`src/logic/eci_consts.svh`:
```
// Offsets, field positions, reset values and timing counts for ext control.
`ifndef ECI_CONSTS_SVH
`define ECI_CONSTS_SVH
`define ECI_OFF_CTRL      8'h00
`define ECI_OFF_STATUS    8'h04
`define ECI_OFF_MASK      8'h08
`define ECI_OFF_STATE     8'h0C
`define ECI_OFF_CMD       8'h10
`define ECI_OFF_COUNT     8'h14
`define ECI_OFF_SUM       8'h18
`define ECI_OFF_LAST      8'h1C
`define ECI_OFF_MEM       8'h40
`define ECI_MEM_MASK      8'hC0
`define ECI_CTRL_EDGE_OFF 0
`define ECI_CTRL_EXT_SRC  1
`define ECI_CTRL_CAL_AUTO 2
`define ECI_CTRL_RST      3'h0
`define ECI_CMD_EXT_TRIGGER_IN      0
`define ECI_EV_EXT_TRIGGER_IN       0
`define ECI_EV_MEAS_DONE  1
`define ECI_EV_ZADJ       2
`define ECI_EV_ZADJ_FAIL  3
`define ECI_EV_PRINT      4
`define ECI_EV_CAL_START  5
`define ECI_EV_CAL_DONE   6
`define ECI_EV_W          7
`define ECI_CAL_TIME_MS   32'h0000_0190
`define ECI_CLK_HZ        32'h017D_7840
`define ECI_RESP_OKAY     2'h0
`define ECI_RESP_SLVERR   2'h2
`endif

```
`src/logic/eci_pkg.sv`:
```
// Types shared by the external control input handler.
package eci_pkg;
	typedef struct packed {
		logic       ext_trigger_in;
		logic       zero_adjust_req;
		logic       print_req;
		logic       cal_req;
		logic       panel_lock;
		logic       channel_select_mode;
		logic [5:0] preset_sel;
	} eci_ext_in_t;

	typedef struct packed {
		logic standby;
		logic enter;
		logic [5:0] other;
	} eci_keys_t;

	typedef enum logic [2:0] {
		ST_IDLE = 3'h1,
		ST_MEAS = 3'h2,
		ST_CAL  = 3'h4
	} eci_state_t;
endpackage : eci_pkg

```
`src/logic/eci_top.sv`:
```
// External control input handler with an AXI4-Lite register slave.
//
// Summary of operation
// Trigger acts on one selectable edge, on-edge default.
// External source: each trigger edge starts one measurement.
// Internal source: trigger input edges are ignored.
// Accepted trigger updates statistics and stores value.
// Enter key and remote command also trigger.
// Controller waits for settling before triggering.
// Zero-adjust off-to-on edge starts one zero adjustment.
// Controller holds zero-adjust request at least 10 ms.
// Failed zero adjustment drives fault output.
// Print request sends current value to printer.
// Manual mode: calibration edge starts one calibration.
// Automatic mode: calibration request input ignored.
// Calibration occupies the device about 400 ms.
// Calibration during measurement waits until measurement ends.
// Panel lock disables keys except standby and enter.
// Mode input selects preset or channel meaning.
// Controller holds select lines fixed otherwise.
// Inputs are synchronised before edge detection; the enter key edge is taken from keys_in unsynchronised.
//
// The placing of the registers and the AXI4-Lite register port were decided locally.
`timescale 1ns/1ps
`include "eci_consts.svh"
module eci_top #(
	parameter int CAL_CYCLES = `ECI_CAL_TIME_MS * (`ECI_CLK_HZ / 1000)
) (
	input  wire logic               aclk,
	input  wire logic               aresetn,
	input  wire logic [7:0]         s_axi_awaddr,
	input  wire logic               s_axi_awvalid,
	output logic                    s_axi_awready,
	input  wire logic [31:0]        s_axi_wdata,
	input  wire logic [3:0]         s_axi_wstrb,
	input  wire logic               s_axi_wvalid,
	output logic                    s_axi_wready,
	output logic [1:0]              s_axi_bresp,
	output logic                    s_axi_bvalid,
	input  wire logic               s_axi_bready,
	input  wire logic [7:0]         s_axi_araddr,
	input  wire logic               s_axi_arvalid,
	output logic                    s_axi_arready,
	output logic [31:0]             s_axi_rdata,
	output logic [1:0]              s_axi_rresp,
	output logic                    s_axi_rvalid,
	input  wire logic               s_axi_rready,
	input  wire eci_pkg::eci_ext_in_t ext_in,
	input  wire eci_pkg::eci_keys_t keys_in,
	input  wire logic               key_unlock_in,
	input  wire logic               remote_cancel_in,
	input  wire logic               meas_done,
	input  wire logic [31:0]        meas_value,
	input  wire logic               zadj_done,
	input  wire logic               zadj_fail,
	output logic                    meas_start,
	output logic                    zadj_start,
	output logic                    print_start,
	output logic [31:0]             print_value,
	output logic                    cal_busy,
	output logic                    fault_out,
	output eci_pkg::eci_keys_t      keys_out,
	output logic                    key_unlock_out,
	output logic                    remote_cancel_out,
	output logic                    preset_valid,
	output logic [5:0]              preset_num,
	output logic                    channel_valid,
	output logic [5:0]              channel_num,
	output logic                    irq
);
	eci_pkg::eci_ext_in_t sync1_r, sync2_r, prev_r;
	eci_pkg::eci_state_t  state_r;
	logic [2:0]  ctrl_r;
	logic [`ECI_EV_W-1:0] status_r, mask_r, events;
	logic [31:0] count_r, sum_r, last_r;
	logic [31:0] mem_r [0:15];
	logic [3:0]  wptr_r;
	logic [31:0] cal_cnt_r;
	logic        cal_pend_r, remote_ext_trigger_in_r, ext_trigger_in_accept;
	logic        ext_trigger_in_edge, zadj_edge, cal_edge, print_edge, enter_edge;
	logic        enter_prev_r;
	logic        wr_fire, rd_fire;
	logic [31:0] rd_data;
	logic        rd_ok;

	////////////////////////////////////////////////////////////////////////
	// Input synchronisers and edge detectors.
	always_ff @(posedge aclk) begin
		if (!aresetn) begin
			sync1_r      <= '0;
			sync2_r      <= '0;
			prev_r       <= '0;
			enter_prev_r <= 1'b0;
		end else begin
			sync1_r      <= ext_in;
			sync2_r      <= sync1_r;
			prev_r       <= sync2_r;
			enter_prev_r <= keys_in.enter;
		end
	end

	always_comb begin
		// The selected polarity picks the on-going or off-going edge.
		if (ctrl_r[`ECI_CTRL_EDGE_OFF]) begin
			ext_trigger_in_edge = prev_r.ext_trigger_in & ~sync2_r.ext_trigger_in;
		end else begin
			ext_trigger_in_edge = ~prev_r.ext_trigger_in & sync2_r.ext_trigger_in;
		end
		ext_trigger_in_edge  = ext_trigger_in_edge & ctrl_r[`ECI_CTRL_EXT_SRC];
		zadj_edge  = ~prev_r.zero_adjust_req & sync2_r.zero_adjust_req;
		cal_edge   = ~prev_r.cal_req & sync2_r.cal_req
			& ~ctrl_r[`ECI_CTRL_CAL_AUTO];
		print_edge = ~prev_r.print_req & sync2_r.print_req;
		enter_edge = keys_in.enter & ~enter_prev_r;
		ext_trigger_in_accept = (ext_trigger_in_edge | enter_edge | remote_ext_trigger_in_r)
			& (state_r == eci_pkg::ST_IDLE) & ~cal_pend_r;
	end

	////////////////////////////////////////////////////////////////////////
	// Sequencer: one measurement per accepted trigger, or one calibration when one is pending.
	always_ff @(posedge aclk) begin
		if (!aresetn) begin
			state_r    <= eci_pkg::ST_IDLE;
			cal_pend_r <= 1'b0;
			cal_cnt_r  <= '0;
			meas_start <= 1'b0;
			cal_busy   <= 1'b0;
		end else begin
			meas_start <= 1'b0;
			if (cal_edge) begin
				cal_pend_r <= 1'b1;
			end
			case (state_r)
			eci_pkg::ST_IDLE: begin
				if (cal_pend_r) begin
					// A pending calibration starts only once idle.
					state_r    <= eci_pkg::ST_CAL;
					cal_pend_r <= cal_edge;
					cal_cnt_r  <= 32'(CAL_CYCLES - 1);
					cal_busy   <= 1'b1;
				end else if (ext_trigger_in_accept) begin
					state_r    <= eci_pkg::ST_MEAS;
					meas_start <= 1'b1;
				end
			end
			eci_pkg::ST_MEAS: begin
				if (meas_done) begin
					state_r <= eci_pkg::ST_IDLE;
				end
			end
			eci_pkg::ST_CAL: begin
				if (cal_cnt_r == 32'h0000_0000) begin
					state_r  <= eci_pkg::ST_IDLE;
					cal_busy <= 1'b0;
				end else begin
					cal_cnt_r <= cal_cnt_r - 32'h0000_0001;
				end
			end
			default: begin
				state_r  <= eci_pkg::ST_IDLE;
				cal_busy <= 1'b0;
			end
			endcase
		end
	end

	////////////////////////////////////////////////////////////////////////
	// Statistics and data memory for each finished measurement.
	always_ff @(posedge aclk) begin
		if (!aresetn) begin
			count_r <= '0;
			sum_r   <= '0;
			last_r  <= '0;
			wptr_r  <= '0;
		end else if (meas_done && state_r == eci_pkg::ST_MEAS) begin
			count_r <= count_r + 32'h0000_0001;
			sum_r   <= sum_r + meas_value;
			last_r  <= meas_value;
			wptr_r  <= wptr_r + 4'h1;
		end
	end

	always_ff @(posedge aclk) begin
		if (meas_done && state_r == eci_pkg::ST_MEAS) begin
			mem_r[wptr_r] <= meas_value;
		end
	end

	////////////////////////////////////////////////////////////////////////
	// Zero adjustment, printing and fault output.
	always_ff @(posedge aclk) begin
		if (!aresetn) begin
			zadj_start  <= 1'b0;
			print_start <= 1'b0;
			print_value <= '0;
			fault_out   <= 1'b0;
		end else begin
			zadj_start  <= zadj_edge;
			print_start <= print_edge;
			if (print_edge) begin
				print_value <= last_r;
			end
			if (zadj_done && zadj_fail) begin
				fault_out <= 1'b1;
			end else if (zadj_edge) begin
				fault_out <= 1'b0;
			end
		end
	end

	////////////////////////////////////////////////////////////////////////
	// Key lock gating and preset or channel decode.
	always_ff @(posedge aclk) begin
		if (!aresetn) begin
			keys_out          <= '0;
			key_unlock_out    <= 1'b0;
			remote_cancel_out <= 1'b0;
			preset_valid      <= 1'b0;
			channel_valid     <= 1'b0;
			preset_num        <= '0;
			channel_num       <= '0;
		end else begin
			keys_out.standby  <= keys_in.standby;
			keys_out.enter    <= keys_in.enter;
			keys_out.other    <= sync2_r.panel_lock ? 6'h00
				: keys_in.other;
			key_unlock_out    <= key_unlock_in & ~sync2_r.panel_lock;
			remote_cancel_out <= remote_cancel_in
				& ~sync2_r.panel_lock;
			preset_valid  <= ~sync2_r.channel_select_mode;
			channel_valid <= sync2_r.channel_select_mode;
			if (sync2_r.channel_select_mode) begin
				channel_num <= sync2_r.preset_sel;
			end else begin
				preset_num <= sync2_r.preset_sel;
			end
		end
	end

	////////////////////////////////////////////////////////////////////////
	// Sticky event flags, mask and interrupt.
	always_comb begin
		events = '0;
		events[`ECI_EV_EXT_TRIGGER_IN]      = meas_start;
		events[`ECI_EV_MEAS_DONE] = meas_done & (state_r == eci_pkg::ST_MEAS);
		events[`ECI_EV_ZADJ]      = zadj_done;
		events[`ECI_EV_ZADJ_FAIL] = zadj_done & zadj_fail;
		events[`ECI_EV_PRINT]     = print_start;
		events[`ECI_EV_CAL_START] = (state_r == eci_pkg::ST_IDLE) & cal_pend_r;
		events[`ECI_EV_CAL_DONE]  = (state_r == eci_pkg::ST_CAL)
			& (cal_cnt_r == 32'h0000_0000);
	end

	always_ff @(posedge aclk) begin
		if (!aresetn) begin
			status_r <= '0;
			irq      <= 1'b0;
		end else begin
			// A new event in the clearing cycle stays set.
			if (rd_fire && s_axi_araddr == `ECI_OFF_STATUS) begin
				status_r <= events;
			end else begin
				status_r <= status_r | events;
			end
			irq <= |((status_r | events) & mask_r);
		end
	end

	////////////////////////////////////////////////////////////////////////
	// AXI4-Lite slave.
	assign wr_fire = s_axi_awvalid & s_axi_wvalid & ~s_axi_awready
		& ~s_axi_bvalid;
	assign rd_fire = s_axi_arvalid & ~s_axi_arready & ~s_axi_rvalid;

	always_ff @(posedge aclk) begin
		if (!aresetn) begin
			s_axi_awready <= 1'b0;
			s_axi_wready  <= 1'b0;
			s_axi_bvalid  <= 1'b0;
			s_axi_bresp   <= `ECI_RESP_OKAY;
			ctrl_r        <= `ECI_CTRL_RST;
			mask_r        <= '0;
			remote_ext_trigger_in_r <= 1'b0;
		end else begin
			s_axi_awready <= wr_fire;
			s_axi_wready  <= wr_fire;
			remote_ext_trigger_in_r <= 1'b0;
			if (s_axi_bvalid && s_axi_bready) begin
				s_axi_bvalid <= 1'b0;
			end
			if (wr_fire) begin
				s_axi_bvalid <= 1'b1;
				s_axi_bresp  <= `ECI_RESP_OKAY;
				case (s_axi_awaddr)
				`ECI_OFF_CTRL: begin
					if (s_axi_wstrb[0]) begin
						ctrl_r <= s_axi_wdata[2:0];
					end
				end
				`ECI_OFF_MASK: begin
					if (s_axi_wstrb[0]) begin
						mask_r <= s_axi_wdata[`ECI_EV_W-1:0];
					end
				end
				`ECI_OFF_CMD: begin
					remote_ext_trigger_in_r <= s_axi_wstrb[0]
						& s_axi_wdata[`ECI_CMD_EXT_TRIGGER_IN];
				end
				`ECI_OFF_STATUS, `ECI_OFF_STATE, `ECI_OFF_COUNT,
				`ECI_OFF_SUM, `ECI_OFF_LAST: begin
				end
				default: begin
					if ((s_axi_awaddr & `ECI_MEM_MASK) != `ECI_OFF_MEM) begin
						s_axi_bresp <= `ECI_RESP_SLVERR;
					end
				end
				endcase
			end
		end
	end

	always_comb begin
		rd_ok   = 1'b1;
		rd_data = '0;
		case (s_axi_araddr)
		`ECI_OFF_CTRL:   rd_data = {29'h0000_0000, ctrl_r};
		`ECI_OFF_STATUS: rd_data = {25'h000_0000, status_r};
		`ECI_OFF_MASK:   rd_data = {25'h000_0000, mask_r};
		`ECI_OFF_STATE:  rd_data = {16'h0000, 2'h0, sync2_r.preset_sel,
			sync2_r.channel_select_mode, sync2_r.panel_lock,
			fault_out, cal_pend_r, 1'b0, state_r};
		`ECI_OFF_CMD:    rd_data = '0;
		`ECI_OFF_COUNT:  rd_data = count_r;
		`ECI_OFF_SUM:    rd_data = sum_r;
		`ECI_OFF_LAST:   rd_data = last_r;
		default: begin
			if ((s_axi_araddr & `ECI_MEM_MASK) == `ECI_OFF_MEM) begin
				rd_data = mem_r[s_axi_araddr[5:2]];
			end else begin
				rd_ok = 1'b0;
			end
		end
		endcase
	end

	always_ff @(posedge aclk) begin
		if (!aresetn) begin
			s_axi_arready <= 1'b0;
			s_axi_rvalid  <= 1'b0;
			s_axi_rdata   <= '0;
			s_axi_rresp   <= `ECI_RESP_OKAY;
		end else begin
			s_axi_arready <= rd_fire;
			if (s_axi_rvalid && s_axi_rready) begin
				s_axi_rvalid <= 1'b0;
			end
			if (rd_fire) begin
				s_axi_rvalid <= 1'b1;
				s_axi_rdata  <= rd_data;
				s_axi_rresp  <= rd_ok ? `ECI_RESP_OKAY : `ECI_RESP_SLVERR;
			end
		end
	end
endmodule : eci_top

```
`config.mk`:
```
export PLATFORM = sky130hd
export DESIGN_NAME = eci_top
export DESIGN_NICKNAME = d
export VERILOG_FILES = /design/src/logic/eci_pkg.sv /design/src/logic/eci_top.sv
export VERILOG_INCLUDE_DIRS = /design/src /design/src/logic
export SDC_FILE = /design/constraint.sdc
export NUM_CORES = 1
export LEC_CHECK = 0
export ABC_AREA = 1
export BUFFER_PORTS_ARGS = -buffer_cell sky130_fd_sc_hd__buf_2
export CAP_MARGIN = 20
export CORE_ASPECT_RATIO = 1.4
export CORE_UTILIZATION = 42
export DETAILED_ROUTE_END_ITERATION = 6
export HOLD_SLACK_MARGIN = 0.02
export SLEW_MARGIN = 20
export SYNTH_ARGS = -nofsm -noshare
export SYNTH_HDL_FRONTEND = slang
export SYNTH_SLANG_ARGS = --single-unit
export TNS_END_PERCENT = 5
```
`constraint.sdc`:
```
create_clock -name aclk -period 5 [get_ports aclk]
set_input_delay 1 -clock aclk [delete_from_list [all_inputs] [get_ports aclk]]
set_output_delay 1 -clock aclk [all_outputs]
set_load 0.02 [all_outputs]
```
==> reports/qor.txt <==
Status: completed
Post-synth EDFFs: 512
Sw Pwr: 3.57 mW
Place WS: 1.38 ns
1st-iter DRT viols: 2031
Total grt overflow: 0
Post-synth top flop: edfxtp_1
Final hold viol count: 0
Seq pwr share: 50.5%
Synth Cell Area: 33800 µm²
Gpl congestion: 0.947
Clock Skews: 0.0235 ns
Fin crit share: 56.0%
Placed Instances: 4694
Clock power frac: 39.9%
DRC: 0
Max Buffers Root-to-Sink: 3
Initial core utilization: 42.6%
Fraction of layout cells with a size suffix above 1: 10.7%
Die X-Extent: 242 µm
Register-to-register setup slack: 2.30 ns
CTS tree: done
Total number of vias: 25828
Clk slew on worst S/H paths: 0.07 ns
Synth area leader: edfxtp_1
Worst r2r src: state_r[0]
Largest net degree at the start of global routing: 116
Synth top area share: 45.4%
FMAX: 357 MHz
Int Power: 10.6 mW
CP endpoint kind: flip-flop
Antenna Nets Post-Route: 0
Hold WS: 0.404 ns
CP arrival: 3.32 ns
Pre-Repair DR Iteration Count: 6
Detailed Route WL: 105000 µm
Final WS setup: 2.20 ns
Avg Cell Area, Syn: 9.56 µm²
Combinational power share: 9.6%
Final Max Tran Viols: 0
Post-CTS Hold Fix Bufs: 0
Ys async rst share: 0%
FF-to-FF End: mem_r[13][22]
Post-DP HPWL: 70600 µm
Leakage: 15.3 nW
Post-CTS setup buffers: 0
Final setup viols: 0
Count leader, synth: nand2_1
Synth warn: 0
Largest cells by area after synthesis: edfxtp_1 (45%), dfxtp_1 (17%), nand2_1 (9.5%)
Post-route insts no fill: 4832
Minimum clock period: 2.80 ns
DR WL/cell: 21.8 µm
Clock latency at the later pin of the worst-skew pair: 0.65 ns
Worst slew pin tran: 1.02 ns
IO Pins: 219
Antenna violations before repair: 10
Synth top cells by count: nand2_1 (858), edfxtp_1 (512), inv_1 (407), nor2_1 (294), dfxtp_1 (282)
Area Growth Syn to Fin: 13.9%
Fin nets: 3873
Worst r2r path cells: 6
Synth cell types: 49
CTS resizes: 0
Number of H-tree levels: 3
Cts bufs inserted: 77
Sw Ratio: 25.2%
Core area: 79400 µm²
Max Cap Viol: 0
Crit Path Max Fanout: 33
Critical path required time: 5.52 ns
Max-slew headroom: 31.5%
CTS root buffer: clkbuf_16
Number of global-route vias before repair: 24837
Die area: 81700 µm²
Total GRT Usage: 25.6%
Post-synthesis register bit count: 794
Crit path from: s_axi_araddr[4]
Seq/Total Area, Yosys: 62.1%
Worst IR Drop VDD: 0.302 mV
Buffers added on ports: 188
HP Class: flip-flop to flip-flop
First-pass GRT wire length: 156000 µm
Row cnt: 122
Design Power: 14.2 mW
Unrepaired setup endpoints after global routing: no
CTS sink cnt: 794
Setup Total Neg Slack: 0 ns
Crit start category: primary input
DIE HEIGHT: 338 µm
Post-Syn Instances: 3539
CP endpoint: s_axi_rdata[4]
Crit Path Class: primary input to flip-flop
Total power density per cell area: 368 nW/µm²
Vias per inst: 5.35
==> worst max-delay path: stages <==
cell	delay, ns
buf_2	0.16
buf_4	0.54
nor2_4	0.07
nand2_1	0.20
inv_1	0.16
nand2_1	0.38
o211a_1	0.21
nand2_1	0.05
nor2_1	0.37
a21oi_1	0.13
==> cells in the final DEF (no fill, tap or decap), types with 47 or more instances in the layout <==
cell type / instances
a21oi_1: 259
a22oi_1: 146
buf_2: 187
buf_4: 57
clkbuf_16: 77
dfxtp_1: 282
edfxtp_1: 512
inv_1: 406
nand2_1: 857
nand3_1: 153
nand4_1: 71
nor2_1: 274
nor3_1: 47
o21ai_0: 174
==> flip-flops by register name, indices dropped and copies added, names as in the netlist, 3 cells and up <==
signal,flops
mem_r,512
state_r,3
print_value,32
last_r,32
count_r,32
wptr_r,4
mask_r,7
cal_cnt_r,32
sync1_r,12
s_axi_rdata,32
preset_num,6
keys_out,8
channel_num,6
ctrl_r,3
sum_r,32
status_r,7
sync2_r,12
prev_r,4
==> per-stage QoR <==
| stage | cell area (µm²) | util [%] |
|---|---|---|
| 6_report | 38600 | 48.6 |
| 5_1_grt | 38500 | 48.6 |
| 4_1_cts | 38500 | 48.6 |
| 3_5_place_dp | 36200 | 45.5 |
| 3_3_place_gp | 36200 | 45.5 |
| 2_1_floorplan | 33900 | - |
==> layout make-up <==
type                            count  area (µm²)
Antenna cell                        3        7.51
Fill cell                        7563       40800
Inverter                          415        1560
Multi-Input combinational cell   2181       10800
Sequential cell                   794       21000
Clock buffer                      108        2110
Tap cell                         1054        1320
Timing Repair Buffer              250        1480
Clock inverter                     27         279
==> metal layers <==
metal | GRT usage [%] | part of all wire (%)
met5 | 0 | 0.028
met4 | 12.7 | 4.8
met3 | 3.97 | 6.4
met2 | 44.5 | 49
met1 | 31.1 | 40
==> worst min-delay path by stage <==
stage	from	to	cells after the start
2_1_floorplan	prev_r[10]	zadj_start	1
3_3_place_gp	sync1_r[11]	sync2_r[11]	2
3_5_place_dp	sync1_r[4]	sync2_r[4]	2
4_1_cts	sync1_r[8]	sync2_r[8]	2
5_1_grt	sync1_r[3]	sync2_r[3]	2
6_report	sync1_r[8]	sync2_r[8]	2
==> power groups by stage <==
stage / clock network (mW) / logic, mW / registers, mW
floorplan: 0 / 0.784 / 7.33
global placement: 0 / 1.35 / 7.30
detailed placement: 0 / 1.36 / 7.30
CTS: 5.72 / 1.37 / 7.16
global route: 5.98 / 1.50 / 7.17
finish: 5.65 / 1.37 / 7.16
==> cell families (layout without fill, tap and decap cells) <==
logic type | count (synthesis) | in the layout | share of synthesized area, %
and+or+nand+nor | 1451 | 1451 | 17.7
DFF | 794 | 794 | 62.1
AOI/OAI and AO/OA | 645 | 645 | 11.0
buffers and inverters | 565 | 800 | 6.58
xor gates and xnor gates | 45 | 45 | 1.16
adders and majority gates | 38 | 38 | 1.43
other | 1 | 5 | 0.0111
Power figures use the tool's default switching activity.
